File: src/common/uhf_pkg.sv
package uhf_pkg;
  // System clock and serial timing
  localparam int CLK_HZ = 50000000;
  localparam int BAUD_MAX = 1000000;
  // Least divider: one bit time at the fastest rate
  localparam int DIV_MIN = CLK_HZ / BAUD_MAX;
  localparam int DIV_W = 16;
  localparam logic [15:0] DIV_RESET = 16'h01b2;
  // Character layout
  localparam int DATA_W = 8;
  localparam int FIFO_DEPTH = 16;
  localparam int BIT_CNT_W = 4;
  // Unused width; mid-bit sampling sits at half the divider within a bit time
  localparam int OVS_W = 16;
  // Pin levels
  localparam logic LINE_IDLE = 1'b1;
  localparam logic HS_ASSERT = 1'b0;
  localparam logic HS_DEASSERT = 1'b1;
  localparam logic START_LVL = 1'b0;
  localparam logic STOP_LVL = 1'b1;
  // Free entries left when the request line is withdrawn
  localparam int RTS_MARGIN = 4;

  typedef enum logic [3:0] {
    ST_IDLE = 4'b0001,
    ST_START = 4'b0010,
    ST_DATA = 4'b0100,
    ST_STOP = 4'b1000
  } uhf_state_type;
endpackage

File: src/logic/uhf_fifo.sv
`timescale 1ns/100ps
`default_nettype none
module uhf_fifo #(
  parameter int WIDTH = 9,
  parameter int DEPTH = 16
) (
  input wire logic mclk,
  input wire logic reset,
  input wire logic in_valid,
  output logic in_ready,
  input wire logic [WIDTH-1:0] in_data,
  output logic out_valid,
  input wire logic out_ready,
  output logic [WIDTH-1:0] out_data,
  output logic [$clog2(DEPTH):0] level
);
  localparam int AW = $clog2(DEPTH);
  logic [WIDTH-1:0] mem [DEPTH];
  logic [AW-1:0] wr_ptr;
  logic [AW-1:0] rd_ptr;
  logic [AW:0] count;
  wire push;
  wire pop;

  ////////////////////////////////////////////////////////////////////
  // Honest flags; a full FIFO refuses, an empty one offers nothing
  assign in_ready = (count != (AW+1)'(DEPTH));
  assign out_valid = (count != '0);
  assign push = in_valid && in_ready;
  assign pop = out_valid && out_ready;
  assign out_data = mem[rd_ptr];
  assign level = count;

  // Storage has no reset; only pointers matter
  always_ff @(posedge mclk) begin
    if (push) begin
      mem[wr_ptr] <= in_data;
    end
  end

  always_ff @(posedge mclk) begin
    if (reset) begin
      wr_ptr <= '0;
      rd_ptr <= '0;
      count <= '0;
    end else begin
      if (push) wr_ptr <= wr_ptr + 1'b1;
      if (pop) rd_ptr <= rd_ptr + 1'b1;
      if (push && !pop) count <= count + 1'b1;
      else if (pop && !push) count <= count - 1'b1;
    end
  end
endmodule
`default_nettype wire

File: src/logic/uhf_uart.sv
`timescale 1ns/100ps
`default_nettype none
// Contract
// - Full duplex port, up to one megabit
// - Optional ninth parity bit, generated and checked
// - Hardware flow control: request out, clear in
// - Handshake lines are active low
// - Transmit line rests high when idle
// - Serial output driven high after reset
// - Request output driven low after reset
// - Receive input pulled up, idle high
// - Clear input pulled down, reads asserted
// - Host transmit feeds receive, host receive takes transmit
// - Device holds two independent instances of port; the code has one uhf_uart, instantiated once by the test
module uhf_uart (
  input wire logic mclk,
  input wire logic reset,
  input wire logic [uhf_pkg::DIV_W-1:0] baud_div,
  input wire logic parity_en,
  input wire logic parity_odd,
  input wire logic tx_valid,
  output logic tx_ready,
  input wire logic [uhf_pkg::DATA_W-1:0] tx_data,
  output logic rx_valid,
  input wire logic rx_ready,
  output logic [uhf_pkg::DATA_W-1:0] rx_data,
  output logic rx_parity_err,
  output logic rx_frame_err,
  output logic rx_overrun,
  output logic pin_serial_out,
  input wire logic pin_serial_in,
  output logic pin_request_out,
  input wire logic pin_clear_in
);
  import uhf_pkg::*;

  // Parity over the data byte, even or odd
  function automatic logic par_of(input logic [DATA_W-1:0] d,
                                  input logic odd);
    par_of = (^d) ^ odd;
  endfunction

  // Divider clamp: never faster than the top rate
  function automatic logic [DIV_W-1:0] eff_div(input logic [DIV_W-1:0] d);
    eff_div = (d < DIV_W'(DIV_MIN)) ? DIV_W'(DIV_MIN) : d;
  endfunction

  ////////////////////////////////////////////////////////////////////
  // Transmitter: runs alongside the receiver
  uhf_state_type tx_state;
  logic [DIV_W-1:0] tx_cnt;
  logic [BIT_CNT_W-1:0] tx_bit;
  logic [DATA_W:0] tx_shift;
  logic tx_line;
  wire [DIV_W-1:0] div_now;
  wire tx_tick;
  wire tx_last_bit;
  wire tx_go;

  assign div_now = eff_div(baud_div);
  assign tx_tick = (tx_cnt == div_now - 1'b1);
  assign tx_last_bit = (tx_bit == (parity_en ? BIT_CNT_W'(DATA_W)
                                             : BIT_CNT_W'(DATA_W - 1)));
  // Start only while clear is low; a frame in flight finishes
  // An open clear pin reads low through the pad pull-down, so sends go
  assign tx_go = tx_valid && (pin_clear_in == HS_ASSERT);
  assign tx_ready = (tx_state == ST_IDLE) && (pin_clear_in == HS_ASSERT);
  assign pin_serial_out = tx_line;

  always_ff @(posedge mclk) begin
    if (reset) begin
      tx_state <= ST_IDLE;
      tx_cnt <= '0;
      tx_bit <= '0;
      tx_shift <= '0;
      tx_line <= LINE_IDLE;
    end else begin
      tx_cnt <= (tx_state == ST_IDLE || tx_tick) ? '0 : tx_cnt + 1'b1;
      case (tx_state)
        ST_IDLE: begin
          tx_line <= LINE_IDLE;
          if (tx_go) begin
            tx_shift <= {par_of(tx_data, parity_odd), tx_data};
            tx_line <= START_LVL;
            tx_state <= ST_START;
          end
        end
        ST_START: begin
          if (tx_tick) begin
            tx_line <= tx_shift[0];
            tx_bit <= '0;
            tx_state <= ST_DATA;
          end
        end
        ST_DATA: begin
          if (tx_tick) begin
            if (tx_last_bit) begin
              tx_line <= STOP_LVL;
              tx_state <= ST_STOP;
            end else begin
              tx_line <= tx_shift[tx_bit + 1'b1];
              tx_bit <= tx_bit + 1'b1;
            end
          end
        end
        ST_STOP: begin
          if (tx_tick) begin
            tx_state <= ST_IDLE;
          end
        end
        default: begin
          tx_state <= ST_IDLE;
          tx_line <= LINE_IDLE;
        end
      endcase
    end
  end

  ////////////////////////////////////////////////////////////////////
  // Receiver; line is taken as synchronous, a glitch start is dropped
  uhf_state_type rx_state;
  logic [DIV_W-1:0] rx_cnt;
  logic [BIT_CNT_W-1:0] rx_bit;
  logic [DATA_W:0] rx_shift;
  logic [DATA_W-1:0] fifo_word;
  logic fifo_push;
  logic frame_err;
  logic parity_err;
  logic overrun;
  logic [$clog2(FIFO_DEPTH):0] fifo_level;
  logic fifo_in_ready;
  wire rx_mid;
  wire rx_end;
  wire rx_last_bit;

  assign rx_mid = (rx_cnt == {1'b0, div_now[DIV_W-1:1]});
  assign rx_end = (rx_cnt == div_now - 1'b1);
  assign rx_last_bit = (rx_bit == (parity_en ? BIT_CNT_W'(DATA_W)
                                             : BIT_CNT_W'(DATA_W - 1)));

  always_ff @(posedge mclk) begin
    if (reset) begin
      rx_state <= ST_IDLE;
      rx_cnt <= '0;
      rx_bit <= '0;
      rx_shift <= '0;
      fifo_push <= 1'b0;
      fifo_word <= '0;
      frame_err <= 1'b0;
      parity_err <= 1'b0;
    end else begin
      fifo_push <= 1'b0;
      rx_cnt <= (rx_state == ST_IDLE || rx_end) ? '0 : rx_cnt + 1'b1;
      case (rx_state)
        ST_IDLE: begin
          // Pad pull-up makes an open line read idle high; host drives it
          if (pin_serial_in == START_LVL) rx_state <= ST_START;
        end
        ST_START: begin
          // Start bit rechecked at its middle
          if (rx_mid && pin_serial_in != START_LVL) rx_state <= ST_IDLE;
          else if (rx_end) begin
            rx_bit <= '0;
            rx_state <= ST_DATA;
          end
        end
        ST_DATA: begin
          if (rx_mid) rx_shift[rx_bit] <= pin_serial_in;
          if (rx_end) begin
            if (rx_last_bit) rx_state <= ST_STOP;
            else rx_bit <= rx_bit + 1'b1;
          end
        end
        ST_STOP: begin
          // Finish at mid stop so the next start is not missed
          if (rx_mid) begin
            fifo_word <= rx_shift[DATA_W-1:0];
            fifo_push <= 1'b1;
            frame_err <= (pin_serial_in != STOP_LVL);
            parity_err <= parity_en &&
              (rx_shift[DATA_W] != par_of(rx_shift[DATA_W-1:0],
                                          parity_odd));
            rx_state <= ST_IDLE;
          end
        end
        default: rx_state <= ST_IDLE;
      endcase
    end
  end

  // Sticky overrun: a push into a full FIFO loses the char; set beats clear
  always_ff @(posedge mclk) begin
    if (reset) overrun <= 1'b0;
    else if (fifo_push && !fifo_in_ready) overrun <= 1'b1;
    else if (rx_valid && rx_ready) overrun <= 1'b0;
  end

  ////////////////////////////////////////////////////////////////////
  // Receive buffer; its fill level drives the request line
  // Each copy owns its buffer, so two ports on a chip never share state
  uhf_fifo #(
    .WIDTH(DATA_W),
    .DEPTH(FIFO_DEPTH)
  ) i_uhf_fifo (
    .mclk(mclk),
    .reset(reset),
    .in_valid(fifo_push),
    .in_ready(fifo_in_ready),
    .in_data(fifo_word),
    .out_valid(rx_valid),
    .out_ready(rx_ready),
    .out_data(rx_data),
    .level(fifo_level)
  );

  // Withdraw request with margin, host may be mid character
  always_ff @(posedge mclk) begin
    if (reset) pin_request_out <= HS_ASSERT;
    else pin_request_out <= (fifo_level >= (FIFO_DEPTH - RTS_MARGIN))
      ? HS_DEASSERT : HS_ASSERT;
  end

  // Parity and frame flags travel with the last character pushed; overrun is sticky
  assign rx_parity_err = parity_err;
  assign rx_frame_err = frame_err;
  assign rx_overrun = overrun;
endmodule
`default_nettype wire

File: config.mk
export PLATFORM = sky130hd
export DESIGN_NAME = uhf_uart
export DESIGN_NICKNAME = d
export VERILOG_FILES = /design/src/common/uhf_pkg.sv /design/src/logic/uhf_fifo.sv /design/src/logic/uhf_uart.sv
export SDC_FILE = /design/constraint.sdc
export NUM_CORES = 1
export LEC_CHECK = 0
export BUFFER_PORTS_ARGS = -buffer_cell sky130_fd_sc_hd__buf_2
export CAP_MARGIN = 0
export CELL_PAD_IN_SITES_DETAIL_PLACEMENT = 2
export CELL_PAD_IN_SITES_GLOBAL_PLACEMENT = 2
export CORE_MARGIN = 2
export CORE_UTILIZATION = 43
export DETAILED_ROUTE_END_ITERATION = 12
export GPL_ROUTABILITY_DRIVEN = 0
export PLACE_DENSITY = 0.89
export SYNTH_ARGS = -nofsm -noshare
export SYNTH_HDL_FRONTEND = slang
export SYNTH_SLANG_ARGS = --single-unit
File: constraint.sdc
create_clock -name mclk -period 7 [get_ports mclk]
set_input_delay 1.05 -clock mclk [delete_from_list [all_inputs] [get_ports mclk]]
set_output_delay 1.05 -clock mclk [all_outputs]
set_load 0.02 [all_outputs]
==> summary.md, run 1 <==
| Metric | Value |
|---|---|
| Outcome | `completed` |
| Critical path type | `in2reg` |
| Diode count | `0` |
| WL/cell | `approximately 28 um` |
| Final period utilization | `slightly above 80%` |
| First-pass GRT wire length | `55000 um` |
| Commonest non-fill, non-tap cell in the layout | `edfxtp_1` |
| Root Driver | `clkbuf_16` |
| CTS Sinks | `225` |
| Cts hold-fix bufs | `0` |
| Congestion Overflow GR | `0` |
| Syn Inst Count | `between 900 and 1000` |
| Top post-synthesis cells by area | `edfxtp_1 (35%), dfxtp_1 (18%), mux4_2 (8.7%)` |
| Crit path required time | `about 7.5 ns` |
| Routed vias/inst | `about 6.0` |
| Min-Delay Path Class | `reg2reg` |
| Yosys warns | `0` |
| Synth-to-layout area growth | `11.7%` |
| Total Routed Length | `36200 um` |
| Crit-path max FO | `11` |
| Later-pin clock latency in the skew report | `between 0.5 and 0.6 ns` |
| Fmax | `approximately 170 MHz` |
| Fraction of layout cells with a size suffix above 1 | `between 15 and 20%` |
| Die height | `roughly 160 um` |
| Power, Total | `0.00291 W` |
| Max Buffers Root-to-Sink | `3` |
| Post-CTS Setup Repair Bufs | `0` |
| Final Setup Violations | `0` |
| Vias in the first global route | `around 8500` |
| Slew margin rel. | `approximately a quarter` |
| Routed Antenna Nets | `0` |
| Seq cells post-synth | `around 230` |
| RSZ-0062 raised after global routing | `no` |
| Number of I/O pins | `47` |
| EDFF count, synth | `~130` |
| Setup TNS | `0 ns` |
| Die Area | `between 20000 and 30000 um^2` |
| WHS | `between 0.5 and 0.6 ns` |
| Worst VDD drop | `roughly 0.17 mV` |
| Die X | `approximately 160 um` |
| Clock Skew | `0.0193 ns` |
| Antenna violations before repair | `2` |
| Seq. cell area | `about 5800 um^2` |
| Crit path DAT | `6.18 ns` |
| PD cells | `241 nW/um^2` |
| Via count | `around 7800` |
| Async set or reset register ratio after synthesis | `0%` |
| CP startpoint kind | `primary input` |
| Worst Setup End Kind | `register` |
| GRT Total Usage | `27.9%` |
| Total core area | `between 20000 and 25000 um^2` |
| Nets@finish | `about 1000` |
| Max-cap check violation count | `0` |
| Post-synthesis net count | `974` |
| Pins Over Slew Limit | `0` |
| Cell taking the most area after synthesis | `edfxtp_1` |
| Starting DRT DRC Count | `541` |
| Mapped Area | `roughly 11000 um^2` |
| Leakage | `between 3 and 4 nW` |
| Worst-path clk slew | `around 0.060 ns` |
| Main synth FF type | `edfxtp_1` |
| Worst-Margin Slew | `1.13 ns` |
| Pin count of the biggest net entering global routing | `70` |
| Post-synthesis sequential area ratio | `between 50% and 60%` |
| Num CTS Buffers | `25` |
| Post-CTS Resized | `0` |
| PortBufs | `between 40 and 50` |
| Initial Utilization | `43.4%` |
| Hold Path Cell Cnt | `2` |
| Final Hold Fails | `0` |
| Tmin final | `around 5.7 ns` |
| DR pass1 iterations | `5` |
| Count of cell types in the netlist | `73` |
| Synth top area share | `35.5%` |
| Drt drc | `0` |
| DP HPWL | `between 20000 and 25000 um` |
| CTS tree | `built` |
| Synthesized area per cell | `approximately 12 um^2` |
| Std cell rows | `slightly below 60` |
| Fillcell total | `around 2500` |
| R2r worst-path depth | `11` |
| Multi-input gate area | `4710 um^2` |
| Most frequent cells in the layout | `edfxtp_1 (128), nor2_1 (115), dfxtp_1 (96)` |
| H-Tree Depth | `1` |
==> power by group <==
group          internal [W]  switching (W)  leakage (nW)
registers           0.00139      0.0000146          1.67
clock network      0.000787       0.000575         0.399
logic             0.0000556      0.0000905          1.61
==> sequential cells by signal, indices dropped and copies added, names as in the netlist, 4 cells and up, named ones only <==
| name | flops |
|---|---|
| tx_shift | 9 |
| tx_state | 4 |
| i_uhf_fifo.level | 5 |
| tx_bit | 4 |
| i_uhf_fifo.wr_ptr | 4 |
| rx_shift | 9 |
| rx_bit | 4 |
| i_uhf_fifo.mem | 128 |
| fifo_word | 8 |
| rx_state | 4 |
| tx_cnt | 16 |
| i_uhf_fifo.rd_ptr | 4 |
| rx_cnt | 16 |
==> through the flow <==
step	instance area, um^2	worst slack (ns)	cells	util, %
after floorplan	10800	1.57	924	-
after global placement	11300	1.16	1249	45.2
after detailed placement	11300	0.906	1249	45.2
after CTS	12100	1.30	1295	48.5
after global routing	12100	1.03	1295	48.5
final	12100	1.27	1295	48.5
==> final cells by class <==
class	count	share of cell area (%)
well taps	330	3.41
inverters	20	0.620
clock inverters	10	0.910
repair buffers	54	2.40
flip-flops and latches	225	47.8
multi-input cells	620	38.9
clock buffers	36	5.92
==> synth_stat cells (3+ instances only) <==
library cell,number
o211ai_1,3
a211o_1,3
buf_2,7
a31oi_1,5
nor4_1,12
or3_1,8
nand2_1,46
o31ai_1,6
nand3_1,34
edfxtp_1,128
inv_1,20
and3_1,10
a211oi_1,8
nand4_1,13
a21oi_1,34
nor2_1,115
or2_2,5
a32oi_1,3
xor2_1,40
nor2b_1,5
mux4_2,42
nand2b_1,17
a21o_1,3
and2_1,3
nor3_1,25
xnor2_1,56
or4_1,7
dfxtp_1,97
buf_6,3
clkbuf_1,42
o21ai_0,23
buf_1,5
ha_1,17
mux2i_1,30
==> path summary, 6_finish.rpt <==
path	start	end	slack (ns)
min	rx_parity_err$_SDFFE_PP0P_	rx_parity_err$_SDFFE_PP0P_	0.52
min reg2reg	rx_parity_err$_SDFFE_PP0P_	rx_parity_err$_SDFFE_PP0P_	0.52
max	baud_div[15]	tx_state[3]$_SDFFE_PP0P_	1.27
max reg2reg	i_uhf_fifo.level[0]$_SDFFE_PP0P_	i_uhf_fifo.level[4]$_SDFFE_PP0P_	3.48
==> worst max-delay path, stage by stage <==
cell and delay [ns]:
buf_2 0.15, or4_1 0.71, or3_1 0.52, o21ai_0 0.21
ha_1 0.25, or4b_1 0.67, nor4_1 0.31, mux2i_1 0.46
xnor2_1 0.15, and4bb_1 0.27, o2111ai_1 0.25, nor4_4 0.66
o31a_2 0.30, mux2i_1 0.20
==> cell families after synthesis <==
logic type               share of synthesized area (%)
AND/OR/NAND/NOR                                   14.8
flip-flops                                        53.4
AO/OA/AOI/OAI                                     7.27
XOR/XNOR                                          7.76
buffers and inverters                             3.10
multiplexers                                      11.5
adder cells (fa/ha/maj)                           2.15
==> metal layers <==
| layer | up-vias | share of wire (%) | GRT usage (%) |
|---|---|---|---|
| met2 | 271 | 52 | 50.9 |
| met1 | 3986 | 38 | 32.2 |
| met4 | 4 | 5.4 | 14.0 |
| li1 | 3435 | - | - |
| met3 | 95 | 4.4 | 3.77 |
| met5 | - | 0.058 | 0 |
Power figures use the tool's default switching activity.
==> inputs of run 2 (changes only) <==
==> constraint.sdc (replaced) <==
create_clock -name mclk -period 5.45 [get_ports mclk]
set_input_delay 0.8175 -clock mclk [delete_from_list [all_inputs] [get_ports mclk]]
set_output_delay 0.8175 -clock mclk [all_outputs]
set_load 0.02 [all_outputs]
==> run 2 against run 1 <==
Routed wire length fell by 3.5%. Via count fell by 1.2%. Clock skew fell by 0.0041 ns. Combinational power rose by 32%. First-iteration DRC count rose by 5.5%. Worst setup slack got worse by 0.87 ns. Final area rose by 0.39%. Largest cell class unchanged. Highest routed layer is now met4.
==> summary.md, run 2 (synthesized netlist as in run 1, its figures left out) <==
| Metric | Value |
|---|---|
| Multi-input gate area | `4710 um^2 (unchanged)` |
| Final Setup Violations | `0 (unchanged)` |
| Fraction of layout cells with a size suffix above 1 | `16.5% (+0.62 points)` |
| Final period utilization | `just over 90%` |
| Worst Setup End Kind | `register` |
| Die height | `163 um (unchanged)` |
| Starting DRT DRC Count | `571 (+5.5%)` |
| Worst VDD drop | `0.219 mV (+30%)` |
| Routed Antenna Nets | `0 (unchanged)` |
| Min-Delay Path Class | `reg2reg` |
| Crit path DAT | `5.43 ns (-0.75 ns)` |
| DP HPWL | `23800 um (-1.0%)` |
| Crit-path max FO | `10 (-1)` |
| Congestion Overflow GR | `0 (unchanged)` |
| Outcome | `completed` |
| Most frequent cells in the layout | `edfxtp_1 (128), nor2_1 (115), dfxtp_1 (96)` |
| Later-pin clock latency in the skew report | `0.54 ns (about the same)` |
| Max Buffers Root-to-Sink | `3 (unchanged)` |
| Synth-to-layout area growth | `12.2%` |
| Num CTS Buffers | `26 (+4.0%)` |
| Setup TNS | `0 ns (unchanged)` |
| First-pass GRT wire length | `54000 um (-1.7%)` |
| CTS Sinks | `225 (unchanged)` |
| PD cells | `302 nW/um^2 (+26%)` |
| Critical path type | `in2reg` |
| Leakage | `3.72 nW (+1.1%)` |
| Commonest non-fill, non-tap cell in the layout | `edfxtp_1` |
| Die Area | `26500 um^2 (unchanged)` |
| Max-cap check violation count | `0 (unchanged)` |
| Slew margin rel. | `24.9% (+0.52 points)` |
| Fin cells | `1307 (+0.93%)` |
| Root Driver | `clkbuf_16` |
| Pin count of the biggest net entering global routing | `70 (unchanged)` |
| Crit path required time | `5.83 ns (-1.62 ns)` |
| Routed vias/inst | `5.89 (-2.2%)` |
| Antenna violations before repair | `0 (-2)` |
| Nets@finish | `1007 (+1.1%)` |
| Post-CTS Setup Repair Bufs | `0 (unchanged)` |
| Seq. cell area | `5790 um^2 (unchanged)` |
| Number of I/O pins | `47 (unchanged)` |
| Diode count | `0 (unchanged)` |
| Total core area | `25000 um^2 (unchanged)` |
| Total Routed Length | `34900 um (-3.5%)` |
| RSZ-0062 raised after global routing | `no` |
| Hold Path Cell Cnt | `2 (unchanged)` |
| DR pass1 iterations | `5 (unchanged)` |
| Fillcell total | `2502 (+1.6%)` |
| Biggest register | `i_uhf_fifo.mem` |
| Pins Over Slew Limit | `0 (unchanged)` |
| WL/cell | `26.7 um (-4.4%)` |
| Max reg flops | `128 (unchanged)` |
| Clock Skew | `0.0152 ns (-0.00409 ns)` |
| CP startpoint kind | `primary input` |
| Via count | `7694 (-1.2%)` |
| Placed insts | `1259 (+0.80%)` |
| R2r worst-path depth | `11 (unchanged)` |
| Worst-Margin Slew | `1.12 ns (-0.00784 ns)` |
| Die X | `163 um (unchanged)` |
| Regs by FF count | `i_uhf_fifo.mem x128, rx_cnt x16, tx_cnt x16` |
| Vias in the first global route | `8578 (+0.54%)` |
| PortBufs | `46 (unchanged)` |
| CTS tree | `built` |
| H-Tree Depth | `1 (unchanged)` |
| Post-CTS Resized | `0 (unchanged)` |
| Final WS setup | `0.400 ns (-0.870 ns)` |
| Initial Utilization | `43.4% (unchanged)` |
| GRT Total Usage | `27.2% (-0.78 points)` |
| Final core occ | `48.7% (+0.19 points)` |
| Std cell rows | `58 (unchanged)` |
| Dpl ws | `0.0702 ns (-0.836 ns)` |
| Tmin final | `just over 5 ns` |
| Cts hold-fix bufs | `0 (unchanged)` |
| Fmax | `about 200 MHz` |
| Worst-path clk slew | `0.06 ns (about the same)` |
| Final Hold Fails | `0 (unchanged)` |
| Drt drc | `0 (unchanged)` |
## run 2: changes by cell type in the layout (fill, tap and decap cells not counted), sizes merged
cell / previous run / this run
inv: 21 / 20
clkinvlp: 2 / 0
clkinv: 5 / 10
bufinv: 2 / 1
buf: 54 / 64
clkbuf: 36 / 37
## run 2: through the flow
| stage | hold WS [ns] | power [W] | cell area, um^2 |
|---|---|---|---|
| 6_report | 0.460 | 0.00367 | 12200 |
| 3_5_place_dp | 0.450 | 0.00203 | 11400 |
| 4_1_cts | 0.459 | 0.00371 | 12200 |
| 5_1_grt | 0.478 | 0.00379 | 12200 |
| 3_3_place_gp | 0.444 | 0.00202 | 11400 |
| 2_1_floorplan | 0.454 | 0.00197 | 10800 |
## run 2: final timing paths
kind                                                       start                          endpoint  slack [ns]
worst min-delay path                  rx_parity_err$_SDFFE_PP0P_        rx_parity_err$_SDFFE_PP0P_        0.46
worst max register to register  i_uhf_fifo.level[0]$_SDFFE_PP0P_  i_uhf_fifo.level[4]$_SDFFE_PP0P_        2.04
worst min register to register        rx_parity_err$_SDFFE_PP0P_        rx_parity_err$_SDFFE_PP0P_        0.46
worst max-delay path                                baud_div[15]            tx_bit[0]$_SDFFE_PP0P_        0.40
## run 2: per-layer routing
metal / track usage (%) / wire length (um) / vias to the layer above
met1: 31.5 / 13500 / 3919
met2: 50.1 / 18500 / 217
met5: 0 / 0 / -
li1: - / - / 3468
met4: 11.9 / 1650 / 0
met3: 3.67 / 1270 / 90
## run 2: worst max-delay path, cell delays in order
cell and delay, ns:
buf_2 0.15, or4_1 0.56, or3_1 0.39, o21ai_0 0.24
ha_1 0.26, or4b_1 0.50, buf_4 0.20, or4_1 0.39
o21ai_0 0.31, xor2_1 0.12, a211oi_1 0.48, or4b_1 0.54
o31ai_1 0.34, a21oi_1 0.12
## run 2: power breakdown
| group | total, W | internal, W | switching (W) |
|---|---|---|---|
| sequential | 0.00181 | 0.00179 | 0.0000203 |
| clock | 0.00167 | 0.000956 | 0.000717 |
| combinational | 0.000192 | 0.0000739 | 0.000119 |
## run 2: area by class of cell
class	count	share of cell area (%)
tap	330	3.40
timing repair buffer	64	3.01
clock inverter	11	0.721
sequential	225	47.6
inverter	20	0.618
clock buffer	37	5.86
multi-input combinational	620	38.8
==> inputs of run 3 (changes only) <==
--- a/config.mk
+++ b/config.mk
@@ -9,11 +9,13 @@
 export CAP_MARGIN = 0
 export CELL_PAD_IN_SITES_DETAIL_PLACEMENT = 2
 export CELL_PAD_IN_SITES_GLOBAL_PLACEMENT = 2
+export CORE_ASPECT_RATIO = 0.6
 export CORE_MARGIN = 2
-export CORE_UTILIZATION = 43
+export CORE_UTILIZATION = 42
 export DETAILED_ROUTE_END_ITERATION = 12
 export GPL_ROUTABILITY_DRIVEN = 0
 export PLACE_DENSITY = 0.89
 export SYNTH_ARGS = -nofsm -noshare
 export SYNTH_HDL_FRONTEND = slang
+export SYNTH_HIERARCHICAL = 1
 export SYNTH_SLANG_ARGS = --single-unit
==> run 3 against run 2 <==
Sequential power is 6% higher. Critical path type unchanged. Critical endpoint is now rx_bit[3]$_SDFFE_PP0P_. Routed wire length is 22% higher. Largest power group unchanged. Clock power is 4% lower. Critical path depth stayed put.
==> summary.md, run 3 <==
| Metric | Value |
|---|---|
| Fin cells | `1402 (+7.3%)` |
| Slew margin rel. | `9.59% (-15 points)` |
| WHS | `0.466 ns (+0.00565 ns)` |
| Tmin final | `5.16 ns (+0.111 ns)` |
| Worst VDD drop | `0.207 mV (-5.7%)` |
| Seq cells post-synth | `225 (unchanged)` |
| Count of cell types in the netlist | `82 (+12%)` |
| Post-CTS Setup Repair Bufs | `0 (unchanged)` |
| Max reg flops | `128 (unchanged)` |
| Total core area | `26300 um^2 (+5.4%)` |
| Yosys warns | `6 (+6)` |
| PortBufs | `46 (unchanged)` |
| Diode count | `0 (unchanged)` |
| Routed vias/inst | `6.35 (+7.8%)` |
| Fmax | `194 MHz (-2.2%)` |
| PD cells | `324 nW/um^2 (+7.0%)` |
| Clock Skew | `0.0208 ns (+0.00558 ns)` |
| CTS tree | `built` |
| Regs by FF count | `i_uhf_fifo/mem x128, rx_cnt x16, tx_cnt x16` |
| Pins Over Slew Limit | `0 (unchanged)` |
| Synth top area share | `34.4% (-1.1 points)` |
| Final Setup Violations | `0 (unchanged)` |
| Cell taking the most area after synthesis | `edfxtp_1` |
| Synth-to-layout area growth | `11.9%` |
| Syn Inst Count | `998 (+8.0%)` |
| Total Routed Length | `42700 um (+22%)` |
| Congestion Overflow GR | `0 (unchanged)` |
| Die height | `130 um (-20%)` |
| Routed Antenna Nets | `0 (unchanged)` |
| Final core occ | `47.6% (-1.1 points)` |
| Finished Cell Area | `12500 um^2 (+3.0%)` |
| Root Driver | `clkbuf_16` |
| Main synth FF type | `edfxtp_1` |
| Outcome | `completed` |
| Most common cell in the netlist | `edfxtp_1` |
| Placed insts | `1361 (+8.1%)` |
| Fillcell total | `2667 (+6.6%)` |
| Commonest non-fill, non-tap cell in the layout | `edfxtp_1` |
| Final period utilization | `94.7% (+2.0 points)` |
| Leakage | `3.91 nW (+5.1%)` |
| Crit path required time | `5.86 ns (+0.03 ns)` |
| CTS Sinks | `225 (unchanged)` |
| Met3 GRT Util | `7.45% (+3.8 points)` |
| Worst-path clk slew | `0.07 ns (about the same)` |
| Most frequent cells in the layout | `edfxtp_1 (128), nor2_1 (105), dfxtp_1 (96)` |
| Async set or reset register ratio after synthesis | `0% (unchanged)` |
| Initial Utilization | `42.5% (-0.85 points)` |
| Global route hottest layer | `met2` |
| Max Buffers Root-to-Sink | `3 (unchanged)` |
| Top post-synthesis cells by count | `edfxtp_1 (128), nor2_1 (105), dfxtp_1 (97)` |
| WL/cell | `30.4 um (+14%)` |
| Mapped Area | `11200 um^2 (+3.3%)` |
| Critical path type | `in2reg` |
| CP startpoint kind | `primary input` |
| Crit path DAT | `5.57 ns (+0.14 ns)` |
| Num CTS Buffers | `23 (-12%)` |
| DP HPWL | `28900 um (+21%)` |
| Worst Setup End Kind | `register` |
| Die X | `215 um (+32%)` |
| Crit-path max FO | `9 (-1)` |
| Pin count of the biggest net entering global routing | `62 (-11%)` |
| Max-cap check violation count | `0 (unchanged)` |
| Top post-synthesis cells by area | `edfxtp_1 (34%), dfxtp_1 (17%), mux4_2 (6.8%)` |
| Starting DRT DRC Count | `1077 (+89%)` |
| Biggest register | `i_uhf_fifo/mem` |
| RSZ-0062 raised after global routing | `no` |
| Drt drc | `0 (unchanged)` |
| Post-synthesis net count | `1048 (+7.6%)` |
| Synthesized area per cell | `11.2 um^2 (-4.4%)` |
| Fraction of layout cells with a size suffix above 1 | `16.3% (-0.16 points)` |
| H-Tree Depth | `1 (unchanged)` |
| Placed cell areas | `11800 um^2 (+3.7%)` |
| Later-pin clock latency in the skew report | `0.53 ns (about the same)` |
| Met2 GRT Util | `48.2% (-1.8 points)` |
| Post-synthesis sequential area ratio | `51.7% (-1.7 points)` |
| DR pass1 iterations | `5 (unchanged)` |
| GRT Total Usage | `30.7% (+3.5 points)` |
| Vias in the first global route | `9687 (+13%)` |
| Final Hold Fails | `0 (unchanged)` |
| Nets@finish | `1076 (+6.9%)` |
| Antenna violations before repair | `1 (+1)` |
| Via count | `8896 (+16%)` |
| Met1 Use GR | `41.0% (+9.5 points)` |
| First-pass GRT wire length | `63500 um (+17%)` |
| Number of I/O pins | `47 (unchanged)` |
| Worst-Margin Slew | `1.35 ns (+0.231 ns)` |
| Power, Total | `0.00405 W (+10%)` |
| Die Area | `28000 um^2 (+5.8%)` |
| EDFF count, synth | `128 (unchanged)` |
| Min-Delay Path Class | `reg2reg` |
| Std cell rows | `46 (-21%)` |
-- run 3: what timing repair did --
action | 4_1_cts | 5_1_grt
hold buffers | 0 | 0
setup endpoints to repair | 0 | 19
gates resized for setup | 0 | 1
-- run 3: routing by layer --
layer	vias to the layer above	share of wire (%)
met5	-	0
met2	468	45
met3	129	8.5
met1	4557	42
li1	3742	-
met4	0	4.8
-- run 3: path summary, 6_finish.rpt --
kind                               from                    endpoint  slack, ns  cells past startpoint
max reg2reg        rx_cnt[4]$_SDFF_PP0_   rx_frame_err$_SDFFE_PP0P_       1.97                     10
min reg2reg  rx_parity_err$_SDFFE_PP0P_  rx_parity_err$_SDFFE_PP0P_       0.47                      2
min          rx_parity_err$_SDFFE_PP0P_  rx_parity_err$_SDFFE_PP0P_       0.47                      2
max                        baud_div[14]      rx_bit[3]$_SDFFE_PP0P_       0.29                     14
-- run 3: final cells by class --
type                       count  area [um^2]  area share, %
inverter                      26         97.6          0.780
multi-input combinational    681         5040           40.3
sequential                   225         5790           46.2
clock buffer                  27          611           4.88
tap                          360          450           3.60
timing repair buffer          69          403           3.22
clock inverter                14          128           1.02
-- run 3: logic make-up after synthesis --
group,synth area share [%]
mux,9.54
fa+ha+maj,2.08
buf+inv,3.33
simple gates,17.2
xor+xnor,7.49
flops,51.7
compound gates,8.61
-- run 3: through the flow --
step	setup TNS [ns]	setup slack, ns
floorplan	0	0.274
global placement	0	0.432
detailed placement	-1.55	-0.158
CTS	0	0.232
global route	0	0.116
finish	0	0.288
-- run 3: report_power, final --
part | switching (W) | leakage [nW] | internal [W] | total (W)
logic | 0.000317 | 1.88 | 0.000214 | 0.000530
registers | 0.0000914 | 1.67 | 0.00181 | 0.00191
clock network | 0.000716 | 0.357 | 0.000898 | 0.00161
total | 0.00112 | 3.91 | 0.00293 | 0.00405
-- run 3: worst max-delay path: stages --
cell and delay [ns]:
buf_2 0.16, nor4_1 0.54, nand3_1 0.20, o21ai_0 0.22, ha_1 0.39, nor3b_2 0.45
o211ai_1 0.21, nor4_1 0.62, xnor2_1 0.19, nor4b_1 0.50, nand4_2 0.20, buf_4 0.22
or4_1 0.51, o21ai_0 0.32
